**src/hdl/eess_defs.vh**
```
// constants for the enclave exit synthetic-state loader
// Behaviour
// - on exit, accumulator is loaded with 3, the resume leaf index.
// - on exit, base register gets the thread control struct pointer.
// - on exit, counter register and instruction pointer both get the async exit pointer.
// - data, source, destination zeroed; R8-R15 zeroed in 64-bit mode, else kept.
// - synthetic values use low 32 bits in 32-bit mode, 64 bits otherwise.
// - clear CF, PF, AF, ZF, SF, OF, RF flags; keep all other flag bits.
// - x87 and SSE state go to init state, like restore with bits 1:0 clear.
// - fpu control word 037E on fpu error fault, else 037F.
// - fpu status word 8081 on fpu error fault, else zero.
// - simd control/status 1F01 on simd fault, else 1FB0.
// - page fault not causing a VM exit clears low 12 fault-address bits.
// - page fault directly causing VM exit leaves fault address untouched.
// - page fault during event delivery does not clear low fault-address bits.
// - FS and GS restored to values of the latest enter or resume.
// - with OS extended save on, requested features in bits 63:2 go to init.
// - extended init state equals restore with mask and bitmap set to request mask.
// - in 32-bit mode, features absent in 32-bit mode stay unchanged.
// - misc features may get synthetic values only after being saved.
// - misc-select bit 0 state not overridden, but page-fault still clears low 12 bits.
// - stack and frame pointers restored from the save area before leaving.
`ifndef EESS_DEFS_VH
`define EESS_DEFS_VH
// register byte offsets
`define EESS_CTRL_OFS      8'h00
`define EESS_STAT_OFS      8'h04
`define EESS_TCS_LO_OFS    8'h08
`define EESS_TCS_HI_OFS    8'h0C
`define EESS_AEP_LO_OFS    8'h10
`define EESS_AEP_HI_OFS    8'h14
`define EESS_FLAGS_OFS     8'h18
`define EESS_FEATURE_REQUEST_MASK_LO_OFS   8'h1C
`define EESS_FEATURE_REQUEST_MASK_HI_OFS   8'h20
`define EESS_CR2_LO_OFS    8'h24
`define EESS_CR2_HI_OFS    8'h28
`define EESS_MISC_OFS      8'h2C
`define EESS_FPU_OFS       8'h30
`define EESS_SIMD_OFS      8'h34
`define EESS_XINIT_LO_OFS  8'h38
`define EESS_XINIT_HI_OFS  8'h3C
`define EESS_RESULT_LO_OFS 8'h40
`define EESS_RESULT_HI_OFS 8'h44
`define EESS_CAUSE_OFS     8'h48
// control fields
`define EESS_CTRL_MODE64_BIT 0
`define EESS_CTRL_OSXS_BIT   1
// cause field positions
`define EESS_CAUSE_MF_BIT     0
`define EESS_CAUSE_XM_BIT     1
`define EESS_CAUSE_PF_BIT     2
`define EESS_CAUSE_PFVM_BIT   3
`define EESS_CAUSE_PFDLV_BIT  4
// synthetic values
`define EESS_RESUME_LEAF  64'h0000000000000003
`define EESS_FCW_MF       16'h037E
`define EESS_FCW_DEF      16'h037F
`define EESS_FSW_MF       16'h8081
`define EESS_FSW_DEF      16'h0000
`define EESS_SIMD_CONTROL_STATUS_XM     32'h00001F01
`define EESS_SIMD_CONTROL_STATUS_DEF    32'h00001FB0
// CF PF AF ZF SF OF RF
`define EESS_FLAG_CLR     32'h000108D5
`define EESS_LOW12_MASK   64'hFFFFFFFFFFFFF000
`define EESS_X87SSE_MASK  64'h0000000000000003
// features usable only in 64-bit mode (upper vector/mask banks)
`define EESS_ONLY64_MASK  64'h00000000000000C0
`define EESS_MISC0_BIT    0
`define EESS_STAT_BUSY_BIT 0
`define EESS_STAT_DONE_BIT 1
// save and load phases
`define EESS_SAVE_CYCLES  4'h4
`endif

```
**src/hdl/eess_synth_state.v**
```verilog
// enclave asynchronous-exit synthetic state loader with AXI4-Lite registers
`timescale 1ns/100ps
`include "eess_defs.vh"
module eess_synth_state #(
   parameter SAVE_CYCLES = 4                        // save-area write cycles counted; count saturates here, no timeout
) (
   input  wire        aclk,                         // core clock 250 MHz
   input  wire        aresetn,                      // sync reset, active low
   input  wire        async_enclave_exit,           // one-cycle exit request
   input  wire        save_done,                    // save-area frame write complete
   input  wire [63:0] saved_user_stack_ptr,         // stack pointer from save area
   input  wire [63:0] saved_user_frame_ptr,         // frame pointer from save area
   input  wire [63:0] entry_fs_base,                // FS base at latest entry/resume
   input  wire [63:0] entry_gs_base,                // GS base at latest entry/resume
   input  wire [63:0] cur_r8_r15,                   // representative high GPR, kept in 32-bit
   output reg         save_req,                     // request save-area write
   output reg         state_load,                   // one-cycle strobe: synthetic values valid
   output reg  [63:0] gpr_rax,                      // accumulator
   output reg  [63:0] gpr_rbx,                      // base
   output reg  [63:0] gpr_rcx,                      // counter
   output reg  [63:0] gpr_rdx,                      // data
   output reg  [63:0] gpr_rsi,                      // source
   output reg  [63:0] gpr_rdi,                      // destination
   output reg  [63:0] gpr_high,                     // value for R8-R15
   output reg  [63:0] gpr_rip,                      // instruction pointer
   output reg  [63:0] gpr_rsp,                      // stack pointer
   output reg  [63:0] gpr_rbp,                      // frame pointer
   output reg  [63:0] seg_fs_base,                  // FS base
   output reg  [63:0] seg_gs_base,                  // GS base
   output reg         x87sse_init,                  // x87/SSE to init state
   output reg  [63:0] xinit_mask,                   // extended features to init
   input  wire [7:0]  s_axi_awaddr,                 // write address
   input  wire        s_axi_awvalid,                // write address valid
   output reg         s_axi_awready,                // write address ready
   input  wire [31:0] s_axi_wdata,                  // write data
   input  wire [3:0]  s_axi_wstrb,                  // write strobes
   input  wire        s_axi_wvalid,                 // write data valid
   output reg         s_axi_wready,                 // write data ready
   output reg  [1:0]  s_axi_bresp,                  // write response
   output reg         s_axi_bvalid,                 // write response valid
   input  wire        s_axi_bready,                 // write response ready
   input  wire [7:0]  s_axi_araddr,                 // read address
   input  wire        s_axi_arvalid,                // read address valid
   output reg         s_axi_arready,                // read address ready
   output reg  [31:0] s_axi_rdata,                  // read data
   output reg  [1:0]  s_axi_rresp,                  // read response
   output reg         s_axi_rvalid,                 // read data valid
   input  wire        s_axi_rready                  // read data ready
);
   // ------------------------------------------------------------
   // states
   // ------------------------------------------------------------
   localparam ST_IDLE = 2'b00;
   localparam ST_SAVE = 2'b01;
   localparam ST_LOAD = 2'b10;

   reg [1:0]  state_reg;
   reg [3:0]  save_cnt_reg;
   reg [1:0]  ctrl_reg;
   reg [63:0] tcs_reg;
   reg [63:0] aep_reg;
   reg [31:0] flags_reg;
   reg [63:0] feature_request_mask_reg;
   reg [63:0] cr2_reg;
   reg [31:0] misc_reg;
   reg [31:0] fpu_reg;
   reg [31:0] simd_reg;
   reg [4:0]  cause_reg;
   reg        done_reg;

   wire mode64 = ctrl_reg[`EESS_CTRL_MODE64_BIT];
   wire [63:0] wmask = mode64 ? 64'hFFFFFFFFFFFFFFFF : 64'h00000000FFFFFFFF;
   wire is_mf = cause_reg[`EESS_CAUSE_MF_BIT];
   wire is_xm = cause_reg[`EESS_CAUSE_XM_BIT];
   // only a page fault that is itself the exiting event, not a direct VM exit and not raised during event delivery
   wire pf_clr = cause_reg[`EESS_CAUSE_PF_BIT] & ~cause_reg[`EESS_CAUSE_PFVM_BIT]
                 & ~cause_reg[`EESS_CAUSE_PFDLV_BIT];
   wire [63:0] ext_req = feature_request_mask_reg & ~`EESS_X87SSE_MASK
                 & (mode64 ? 64'hFFFFFFFFFFFFFFFF : ~`EESS_ONLY64_MASK);

   // ------------------------------------------------------------
   // axi write
   // ------------------------------------------------------------
   reg [7:0]  awaddr_reg;
   reg [31:0] wdata_reg;
   reg        aw_have_reg;
   reg        w_have_reg;
   wire       wr_go = aw_have_reg & w_have_reg & ~s_axi_bvalid;
   wire       wr_ok = (awaddr_reg <= `EESS_CAUSE_OFS) && (awaddr_reg[1:0] == 2'b00);

   always @(posedge aclk) begin
      if (!aresetn) begin
         awaddr_reg    <= 8'h00;
         wdata_reg     <= 32'h00000000;
         aw_have_reg   <= 1'b0;
         w_have_reg    <= 1'b0;
         s_axi_awready <= 1'b0;
         s_axi_wready  <= 1'b0;
         s_axi_bvalid  <= 1'b0;
         s_axi_bresp   <= 2'b00;
      end else begin
         s_axi_awready <= ~aw_have_reg & ~s_axi_awready & s_axi_awvalid;
         s_axi_wready  <= ~w_have_reg & ~s_axi_wready & s_axi_wvalid;
         if (s_axi_awvalid && s_axi_awready) begin
            aw_have_reg <= 1'b1;
            awaddr_reg  <= s_axi_awaddr;
         end
         if (s_axi_wvalid && s_axi_wready) begin
            w_have_reg <= 1'b1;
            wdata_reg  <= s_axi_wdata;
         end
         if (wr_go) begin
            aw_have_reg  <= 1'b0;
            w_have_reg   <= 1'b0;
            s_axi_bvalid <= 1'b1;
            s_axi_bresp  <= wr_ok ? 2'b00 : 2'b10;
         end else if (s_axi_bvalid && s_axi_bready) begin
            s_axi_bvalid <= 1'b0;
         end
      end
   end

   // ------------------------------------------------------------
   // register file and exit sequencer
   // ------------------------------------------------------------
   wire [63:0] cr2_next = pf_clr ? (cr2_reg & `EESS_LOW12_MASK) : cr2_reg;

   always @(posedge aclk) begin
      if (!aresetn) begin
         ctrl_reg     <= 2'b00;
         tcs_reg      <= 64'h0000000000000000;
         aep_reg      <= 64'h0000000000000000;
         flags_reg    <= 32'h00000002;
         feature_request_mask_reg     <= 64'h0000000000000003;
         cr2_reg      <= 64'h0000000000000000;
         misc_reg     <= 32'h00000000;
         fpu_reg      <= 32'h00000000;
         simd_reg     <= 32'h00000000;
         cause_reg    <= 5'h00;
         state_reg    <= ST_IDLE;
         save_cnt_reg <= 4'h0;
         done_reg     <= 1'b0;
         save_req     <= 1'b0;
         state_load   <= 1'b0;
         x87sse_init  <= 1'b0;
         xinit_mask   <= 64'h0000000000000000;
         gpr_rax      <= 64'h0000000000000000;
         gpr_rbx      <= 64'h0000000000000000;
         gpr_rcx      <= 64'h0000000000000000;
         gpr_rdx      <= 64'h0000000000000000;
         gpr_rsi      <= 64'h0000000000000000;
         gpr_rdi      <= 64'h0000000000000000;
         gpr_high     <= 64'h0000000000000000;
         gpr_rip      <= 64'h0000000000000000;
         gpr_rsp      <= 64'h0000000000000000;
         gpr_rbp      <= 64'h0000000000000000;
         seg_fs_base  <= 64'h0000000000000000;
         seg_gs_base  <= 64'h0000000000000000;
      end else begin
         state_load  <= 1'b0;
         x87sse_init <= 1'b0;
         if (wr_go && wr_ok && s_axi_wready == 1'b0) begin
            case (awaddr_reg)
               `EESS_CTRL_OFS:    ctrl_reg        <= wdata_reg[1:0];
               `EESS_TCS_LO_OFS:  tcs_reg[31:0]   <= wdata_reg;
               `EESS_TCS_HI_OFS:  tcs_reg[63:32]  <= wdata_reg;
               `EESS_AEP_LO_OFS:  aep_reg[31:0]   <= wdata_reg;
               `EESS_AEP_HI_OFS:  aep_reg[63:32]  <= wdata_reg;
               `EESS_FLAGS_OFS:   flags_reg       <= wdata_reg;
               `EESS_FEATURE_REQUEST_MASK_LO_OFS: feature_request_mask_reg[31:0]  <= wdata_reg;
               `EESS_FEATURE_REQUEST_MASK_HI_OFS: feature_request_mask_reg[63:32] <= wdata_reg;
               `EESS_CR2_LO_OFS:  cr2_reg[31:0]   <= wdata_reg;
               `EESS_CR2_HI_OFS:  cr2_reg[63:32]  <= wdata_reg;
               `EESS_MISC_OFS:    misc_reg        <= wdata_reg;
               `EESS_CAUSE_OFS:   cause_reg       <= wdata_reg[4:0];
               default: ;
            endcase
         end
         case (state_reg)
            ST_IDLE: begin
               if (async_enclave_exit) begin
                  // capture first: nothing synthetic may touch state before it is saved
                  state_reg    <= ST_SAVE;
                  save_req     <= 1'b1;
                  save_cnt_reg <= 4'h0;
                  done_reg     <= 1'b0;
               end
            end
            ST_SAVE: begin
               if (save_done) begin
                  save_req  <= 1'b0;
                  state_reg <= ST_LOAD;
               end else if (save_cnt_reg != SAVE_CYCLES[3:0]) begin
                  save_cnt_reg <= save_cnt_reg + 4'h1;
               end
            end
            ST_LOAD: begin
               gpr_rax     <= `EESS_RESUME_LEAF & wmask;
               gpr_rbx     <= tcs_reg & wmask;
               gpr_rcx     <= aep_reg & wmask;
               gpr_rip     <= aep_reg & wmask;
               gpr_rdx     <= 64'h0000000000000000;
               gpr_rsi     <= 64'h0000000000000000;
               gpr_rdi     <= 64'h0000000000000000;
               gpr_high    <= mode64 ? 64'h0000000000000000 : cur_r8_r15;
               gpr_rsp     <= saved_user_stack_ptr & wmask;
               gpr_rbp     <= saved_user_frame_ptr & wmask;
               flags_reg   <= flags_reg & ~`EESS_FLAG_CLR;
               x87sse_init <= 1'b1;
               fpu_reg     <= {is_mf ? `EESS_FSW_MF : `EESS_FSW_DEF,
                               is_mf ? `EESS_FCW_MF : `EESS_FCW_DEF};
               simd_reg    <= is_xm ? `EESS_SIMD_CONTROL_STATUS_XM : `EESS_SIMD_CONTROL_STATUS_DEF;
               // misc bit 0 state is never overridden, only the fault address is trimmed
               cr2_reg     <= cr2_next;
               seg_fs_base <= entry_fs_base;
               seg_gs_base <= entry_gs_base;
               xinit_mask  <= ctrl_reg[`EESS_CTRL_OSXS_BIT] ? ext_req
                              : 64'h0000000000000000;
               state_load  <= 1'b1;
               done_reg    <= 1'b1;
               state_reg   <= ST_IDLE;
            end
            default: state_reg <= ST_IDLE;
         endcase
      end
   end

   // ------------------------------------------------------------
   // axi read
   // ------------------------------------------------------------
   reg [31:0] rd_mux;
   always @* begin
      rd_mux = 32'h00000000;
      case (s_axi_araddr)
         `EESS_CTRL_OFS:      rd_mux = {30'h0, ctrl_reg};
         `EESS_STAT_OFS:      rd_mux = {30'h0, done_reg, state_reg != ST_IDLE};
         `EESS_TCS_LO_OFS:    rd_mux = tcs_reg[31:0];
         `EESS_TCS_HI_OFS:    rd_mux = tcs_reg[63:32];
         `EESS_AEP_LO_OFS:    rd_mux = aep_reg[31:0];
         `EESS_AEP_HI_OFS:    rd_mux = aep_reg[63:32];
         `EESS_FLAGS_OFS:     rd_mux = flags_reg;
         `EESS_FEATURE_REQUEST_MASK_LO_OFS:   rd_mux = feature_request_mask_reg[31:0];
         `EESS_FEATURE_REQUEST_MASK_HI_OFS:   rd_mux = feature_request_mask_reg[63:32];
         `EESS_CR2_LO_OFS:    rd_mux = cr2_reg[31:0];
         `EESS_CR2_HI_OFS:    rd_mux = cr2_reg[63:32];
         `EESS_MISC_OFS:      rd_mux = misc_reg;
         `EESS_FPU_OFS:       rd_mux = fpu_reg;
         `EESS_SIMD_OFS:      rd_mux = simd_reg;
         `EESS_XINIT_LO_OFS:  rd_mux = xinit_mask[31:0];
         `EESS_XINIT_HI_OFS:  rd_mux = xinit_mask[63:32];
         `EESS_RESULT_LO_OFS: rd_mux = gpr_rax[31:0];
         `EESS_RESULT_HI_OFS: rd_mux = gpr_rax[63:32];
         `EESS_CAUSE_OFS:     rd_mux = {27'h0, cause_reg};
         default:             rd_mux = 32'h00000000;
      endcase
   end
   wire rd_ok = (s_axi_araddr <= `EESS_CAUSE_OFS) && (s_axi_araddr[1:0] == 2'b00);

   always @(posedge aclk) begin
      if (!aresetn) begin
         s_axi_arready <= 1'b0;
         s_axi_rvalid  <= 1'b0;
         s_axi_rdata   <= 32'h00000000;
         s_axi_rresp   <= 2'b00;
      end else begin
         s_axi_arready <= s_axi_arvalid & ~s_axi_arready & ~s_axi_rvalid;
         if (s_axi_arvalid && s_axi_arready) begin
            s_axi_rvalid <= 1'b1;
            s_axi_rdata  <= rd_mux;
            s_axi_rresp  <= rd_ok ? 2'b00 : 2'b10;
         end else if (s_axi_rvalid && s_axi_rready) begin
            s_axi_rvalid <= 1'b0;
         end
      end
   end
endmodule // eess_synth_state

```
**config.mk**
```make
export PLATFORM = sky130hd
export DESIGN_NAME = eess_synth_state
export DESIGN_NICKNAME = d
export VERILOG_FILES = /design/src/hdl/eess_synth_state.v
export VERILOG_INCLUDE_DIRS = /design/src /design/src/hdl
export SDC_FILE = /design/constraint.sdc
export NUM_CORES = 1
export LEC_CHECK = 0
export ABC_AREA = 0
export ABC_CLOCK_PERIOD_IN_PS = 4500
export BUFFER_PORTS_ARGS = -buffer_cell sky130_fd_sc_hd__clkbuf_2
export CORE_AREA = 3 3 491 493
export DETAILED_ROUTE_END_ITERATION = 6
export DIE_AREA = 0 0 494 496
export PLACE_DENSITY = 0.32
export SYNTH_ARGS = -nofsm -noshare
export SYNTH_HDL_FRONTEND = slang
export SYNTH_SLANG_ARGS = --single-unit
```
**constraint.sdc**
```tcl
create_clock -name aclk -period 4.5 [get_ports aclk]
set_clock_uncertainty 0.1 [all_clocks]
set_input_delay 0.45 -clock aclk [delete_from_list [all_inputs] [get_ports aclk]]
set_output_delay 0.45 -clock aclk [all_outputs]
set_load 0.05 [all_outputs]
```
# Yosys cells after proc, flatten, opt, wreduce, memory -nomap -nowiden

Index checks and enable logic that the tools add are counted.
Widths: inputs -> output; s select.

Output and inout bits: 876
ROM bits: 0
Memories kept: 0
Logic and storage cells: 170
Input bits: 381
Memory bits (writable): 0
Bits in latches: 0
Register bits: 993

Equal/unequal tests: 33
Bitwise operators: 26
Reduce and logical (&&, ||, !) cells: 40
Div/mod/pow operators: 0
$lt $le $gt $ge: 2
Muxes and demuxes: 28
Shift operators: 0
$mul: 0
$add $sub $neg: 0

Operators with widths:

| kind               | count |
|---|---|
| $pmux 32 s18       | 1 |
| $and 64x64->64     | 5 |
| $mux 64            | 5 |
| $eq 8x6->1 const B | 12 |
| $eq 8x5->1 const B | 8 |
| $mux 32            | 2 |
| $eq 8x4->1 const B | 4 |
| $eq 8x7->1 const B | 3 |
| $reduce_and 2->1   | 12 |
| $le 8x7->1 const B | 2 |
| $logic_not 8->1    | 2 |
| $mux 16            | 1 |
| $mux 8             | 2 |
| $reduce_and 3->1   | 5 |
| $reduce_bool 2->1  | 7 |
| $mux 12            | 1 |
| $not 1->1          | 11 |
| $and 1x1->1        | 10 |
| $logic_and 1x1->1  | 9 |
| $mux 1             | 9 |
| $eq 8x3->1 const B | 1 |
| $mux 2             | 4 |
| $logic_not 2->1    | 3 |
| $ne 2x2->1 const B | 3 |
| other kinds (5)    | 7 |

# Logic depth before layout (Yosys ltp)

Word-level depth: 6
Mapped depth: 8
Gate-level depth less buffers: 5

# Least setup slack after synthesis

No wires, ideal clock.

Kind: input-to-reg
From: input port s_axi_araddr[2]
To: register s_axi_rdata[8]
Arrival: 1906 ps
Required time: 4270 ps
Path buffers: 3
Path slack: 2364 ps
Library setup time: 130 ps
Stages on the path: 8
Path through: buf_2 > buf_2 > buf_2 > mux2_2 > a22oi_1 > nor2_1 > nor4_1 > o21ai_0

Longest elaborated chain between the ends: 2
Elaborated cells on any way between the ends: 19
Those cells by class: eq/ne: 17; mux: 1; reduce/logical: 1

RTL lines:

| what                               | line                   | RTL |
|---|---|---|
| start: declaration                 | eess_synth_state.v:42  | `input wire [7:0] s_axi_araddr,` |
| $eq 8x7->1 (tied with other cells) | eess_synth_state.v:234 | `case (s_axi_araddr)` |
| $pmux 32 s18 (*)                   | eess_synth_state.v:234 |  |
| end signal: assignment             | eess_synth_state.v:269 | `s_axi_rdata <= rd_mux;` |
| end: declaration                   | eess_synth_state.v:45  | `output reg [31:0] s_axi_rdata,` |

Every way passes the cells marked *; elsewhere a longest branch is shown, timed or not.
A chain may end at the register's enable or synchronous reset.

# Worst setup path after layout

From: register awaddr_reg[4]
To: register aep_reg[57]

Longest elaborated chain between the ends: 5
Elaborated cells on any way between the ends: 6
Those cells by class: order compare: 1; eq/ne: 1; reduce/logical: 4

RTL lines:

| what                           | line                   | RTL |
|---|---|---|
| start: declaration             | eess_synth_state.v:84  | `reg [7:0] awaddr_reg;` |
| start signal: assignment       | eess_synth_state.v:106 | `awaddr_reg <= s_axi_awaddr;` |
| $le 8x7->1 (no line)           | n/a                    |  |
| $logic_and 1x1->1              | eess_synth_state.v:89  | `` wire wr_ok = (awaddr_reg <= `EESS_CAUSE_OFS) && (awaddr_reg[1:0] == 2'b00); `` |
| $logic_and 1x1->1 (2 in a row) | eess_synth_state.v:162 | `if (wr_go && wr_ok && s_axi_wready == 1'b0) begin` |
| $reduce_and 2->1 (no line) (*) | n/a                    |  |
| end signal: assignment         | eess_synth_state.v:168 | `` `EESS_AEP_HI_OFS: aep_reg[63:32] <= wdata_reg; `` |
| end: declaration               | eess_synth_state.v:61  | `reg [63:0] aep_reg;` |

Marked as above.

==> summary.md <==
| Metric | Value |
|---|---|
| Hold_ws | 0.0975 ns |
| CTS tree | built |
| Yosys warns | 0 |
| Number of library cell types mapped by synthesis | 76 |
| Dpl cells | about 8200 |
| CTS clk-pin slew, worst paths | 0.06 ns |
| Post-synth EDFFs | 0 |
| Hold Path Class | primary input to register |
| Vias in the first global route | ~34000 |
| Simple-gate share of the synthesized area | about 17% |
| First-pass GRT wire length | approximately 300000 um |
| Starting Density | between 10% and 20% |
| Endpoints failing hold | 0 |
| Total Wirelength | 226000 um |
| Routability cong. | just over 0.8 |
| VDD IR max | around 370 uV |
| Worst hold stages | 3 |
| Commonest non-fill, non-tap cell in the layout | nand2_1 |
| Post-Syn Area | around 37000 um^2 |
| PortBufs | roughly 990 |
| Mux share of post-synthesis cell area | between 2 and 3% |
| FF+latch count, synth | ~930 |
| Ports | ~1300 |
| Worst R2R Start | awaddr_reg[4] |
| Fin crit share | a little under three quarters |
| Hold_sp | aresetn |
| Fill count | around 26000 |
| Clock Latency Late Sink | 0.81 ns |
| Largest net degree at the start of global routing | about 170 |
| Syn_area_per_cell | 8.50 um^2 |
| Reg2reg setup slack | around 1.3 ns |
| Post-layout net count | a little under 6000 |
| Crit Path Max Fanout | 17 |
| Mapped Cells | roughly 4300 |
| Largest family of logic cells by synthesized area | compound AO/OA/AOI/OAI gates |
| Worst setup path category | register to register |
| Cell row count | around 180 |
| CP startpoint kind | register |
| Worst-Margin Slew | roughly 1.2 ns |
| RSZ-0062 raised after global routing | false |
| CTS max path bufs | 3 |
| Dpl hpwl | around 170000 um |
| Post-Synth XOR/XNOR Area | 0% |
| Fin worst setup slack | about 1.3 ns |
| Most Used Layer, Global Route | met2 |
| Die Ht | roughly 500 um |
| Layout cells sized above 1 | around 25% |
| Post-detailed-route count of antenna-violating nets | 0 |
| CP required | about 5.1 ns |
| Most frequent cells in the layout | nand2_1 (1229), clkbuf_2 (994), dfxtp_1 (928) |
| Rel. slew slack | 20.5% |
| DRT iter0 DRCs | ~2900 |
| Grt met3 use | slightly below 4% |
| Post-route DRC | 0 |
| Leak pwr | 0.0202 uW |
| FMAX | between 0.3 and 0.4 GHz |
| Post-synthesis adder-cell area fraction | 0% |
| Reg2Reg Depth | 6 |
| Critical Path AT | around 3.8 ns |
| Worst R2R End | aep_reg[57] |
| Met2 usage | a little under a third |
| Sequential area share after synthesis | between 50% and 60% |
| Place WS | between 1 and 1.5 ns |
| Global Route met1 Usage | a little over a fifth |
| PD cells | between 300 and 400 nW/um^2 |
| MaxCap Viol Count | 0 |
| Total Power | between 20000 and 25000 uW |
| Vias | roughly 36000 |
| All-layer global routing usage | ~18% |
| Status | finished clean |
| Die Footprint | 245000 um^2 |
| H-tree levels | 3 |
| Chip width | 494 um |
| Complex-gate fraction of the synthesized area | 19.5% |
| Slew Limit Fails | 0 |
| Core area | between 200000 and 250000 um^2 |
| CTS buffer count | 120 |
| CTS sink count | slightly above 900 |
| Vias/cell | between 4 and 5 |
| Worst hold path endpoint | s_axi_wready |
| Drt first pass iters | 6 |
| Top_reg_cell synth | dfxtp_1 |
| GRT overflow | 0 |
| Crit. End Element | register |
| Area Overhead vs Synth | 40.9% |
| Fraction of registers with async set/reset | 0% |
| Final cell count without fillers | roughly 8800 |
| Final worst path period need | about 3.2 ns |
| Setup Viol. Count Final | 0 |
| WL per Instance | ~26 um |
| Root Buffer | clkbuf_16 |
| CTS-repair resized insts | 0 |
| Initial antenna violation count | 27 |
| Fin Setup TNS | 0 ns |
-- synth_stat cells (5+ instances only) --
cell type / instances / area (um^2)
o22ai_1: 20 / 125
a221o_1: 5 / 50.1
nor2b_1: 7 / 43.8
or3_1: 5 / 31.3
nand3_1: 94 / 470
a22o_1: 265 / 2320
a21oi_1: 640 / 3200
mux2_2: 31 / 349
mux2i_1: 50 / 500
nand3b_1: 5 / 37.5
a31oi_1: 8 / 50.1
o21ai_1: 7 / 35.0
o21ai_0: 31 / 155
nor2_1: 55 / 206
a22oi_1: 84 / 631
buf_1: 9 / 33.8
mux4_2: 5 / 113
dfxtp_1: 928 / 18600
and2_1: 9 / 56.3
a2111oi_0: 5 / 43.8
o211ai_1: 6 / 45.0
a32oi_1: 8 / 70.1
o32ai_1: 5 / 43.8
buf_2: 108 / 541
buf_4: 332 / 2490
nor3_1: 15 / 75.1
nand4_1: 5 / 31.3
nor4_1: 11 / 68.8
nand2_1: 1234 / 4630
clkbuf_1: 244 / 916
nand2b_1: 5 / 31.3
o2bb2ai_1: 6 / 52.6
and3_1: 15 / 93.8
a32o_1: 8 / 80.1
-- how the worst max path moves through the flow --
stage                                              end             from
after floorplan                         s_axi_rdata[8]  s_axi_araddr[2]
after global placement    feature_request_mask_reg[15]    awaddr_reg[7]
after detailed placement  feature_request_mask_reg[20]    awaddr_reg[0]
after CTS                                flags_reg[26]    awaddr_reg[0]
after global routing       feature_request_mask_reg[5]    awaddr_reg[4]
final                                      aep_reg[57]    awaddr_reg[4]
-- per-stage QoR --
step | utilization [%] | area [um^2]
final | 21.9 | 52000
after global routing | 21.9 | 52000
after CTS | 21.9 | 52000
after detailed placement | 18.5 | 44000
after global placement | 18.5 | 44000
after floorplan | - | 37900
-- critical path: stages, from the launching register on --
cell     delay [ns]
dfxtp_1        0.40
nor4b_1        0.44
and3_1         0.85
and2_2         0.79
buf_12         0.25
nand2_1        0.07
a21oi_1        0.14
-- layer usage --
layer	wire, um	vias up
li1	-	16600
met1	92000	17500
met2	111000	1448
met3	14900	287
met4	8200	22
met5	148	-
-- timing repair --
action	CTS	global route
hold buffers	376	0
hold endpoints to repair	371	0
setup buffers	0	0
-- kinds of logic after synthesis --
| group | count (synthesis) |
|---|---|
| compound gates | 1131 |
| other cells | 1 |
| mux | 86 |
| flops | 928 |
| simple gates | 1498 |
| buf+inv | 696 |
-- area by class of cell --
| cell class | count | area (um^2) | area share (%) |
|---|---|---|---|
| clock buffer | 179 | 3600 | 6.92 |
| sequential | 928 | 18600 | 35.7 |
| multi-input combinational | 2973 | 15400 | 29.7 |
| clock inverter | 41 | 584 | 1.12 |
| tap | 3167 | 3960 | 7.62 |
| inverter | 3 | 18.8 | 0.0361 |
| antenna | 11 | 27.5 | 0.0529 |
| timing repair buffer | 1480 | 9790 | 18.8 |
-- report_power, final --
group / internal [uW] / switching, uW
logic: 482 / 1310
clock network: 6030 / 4180
registers: 8280 / 89.1
Power figures use the tool's default switching activity.
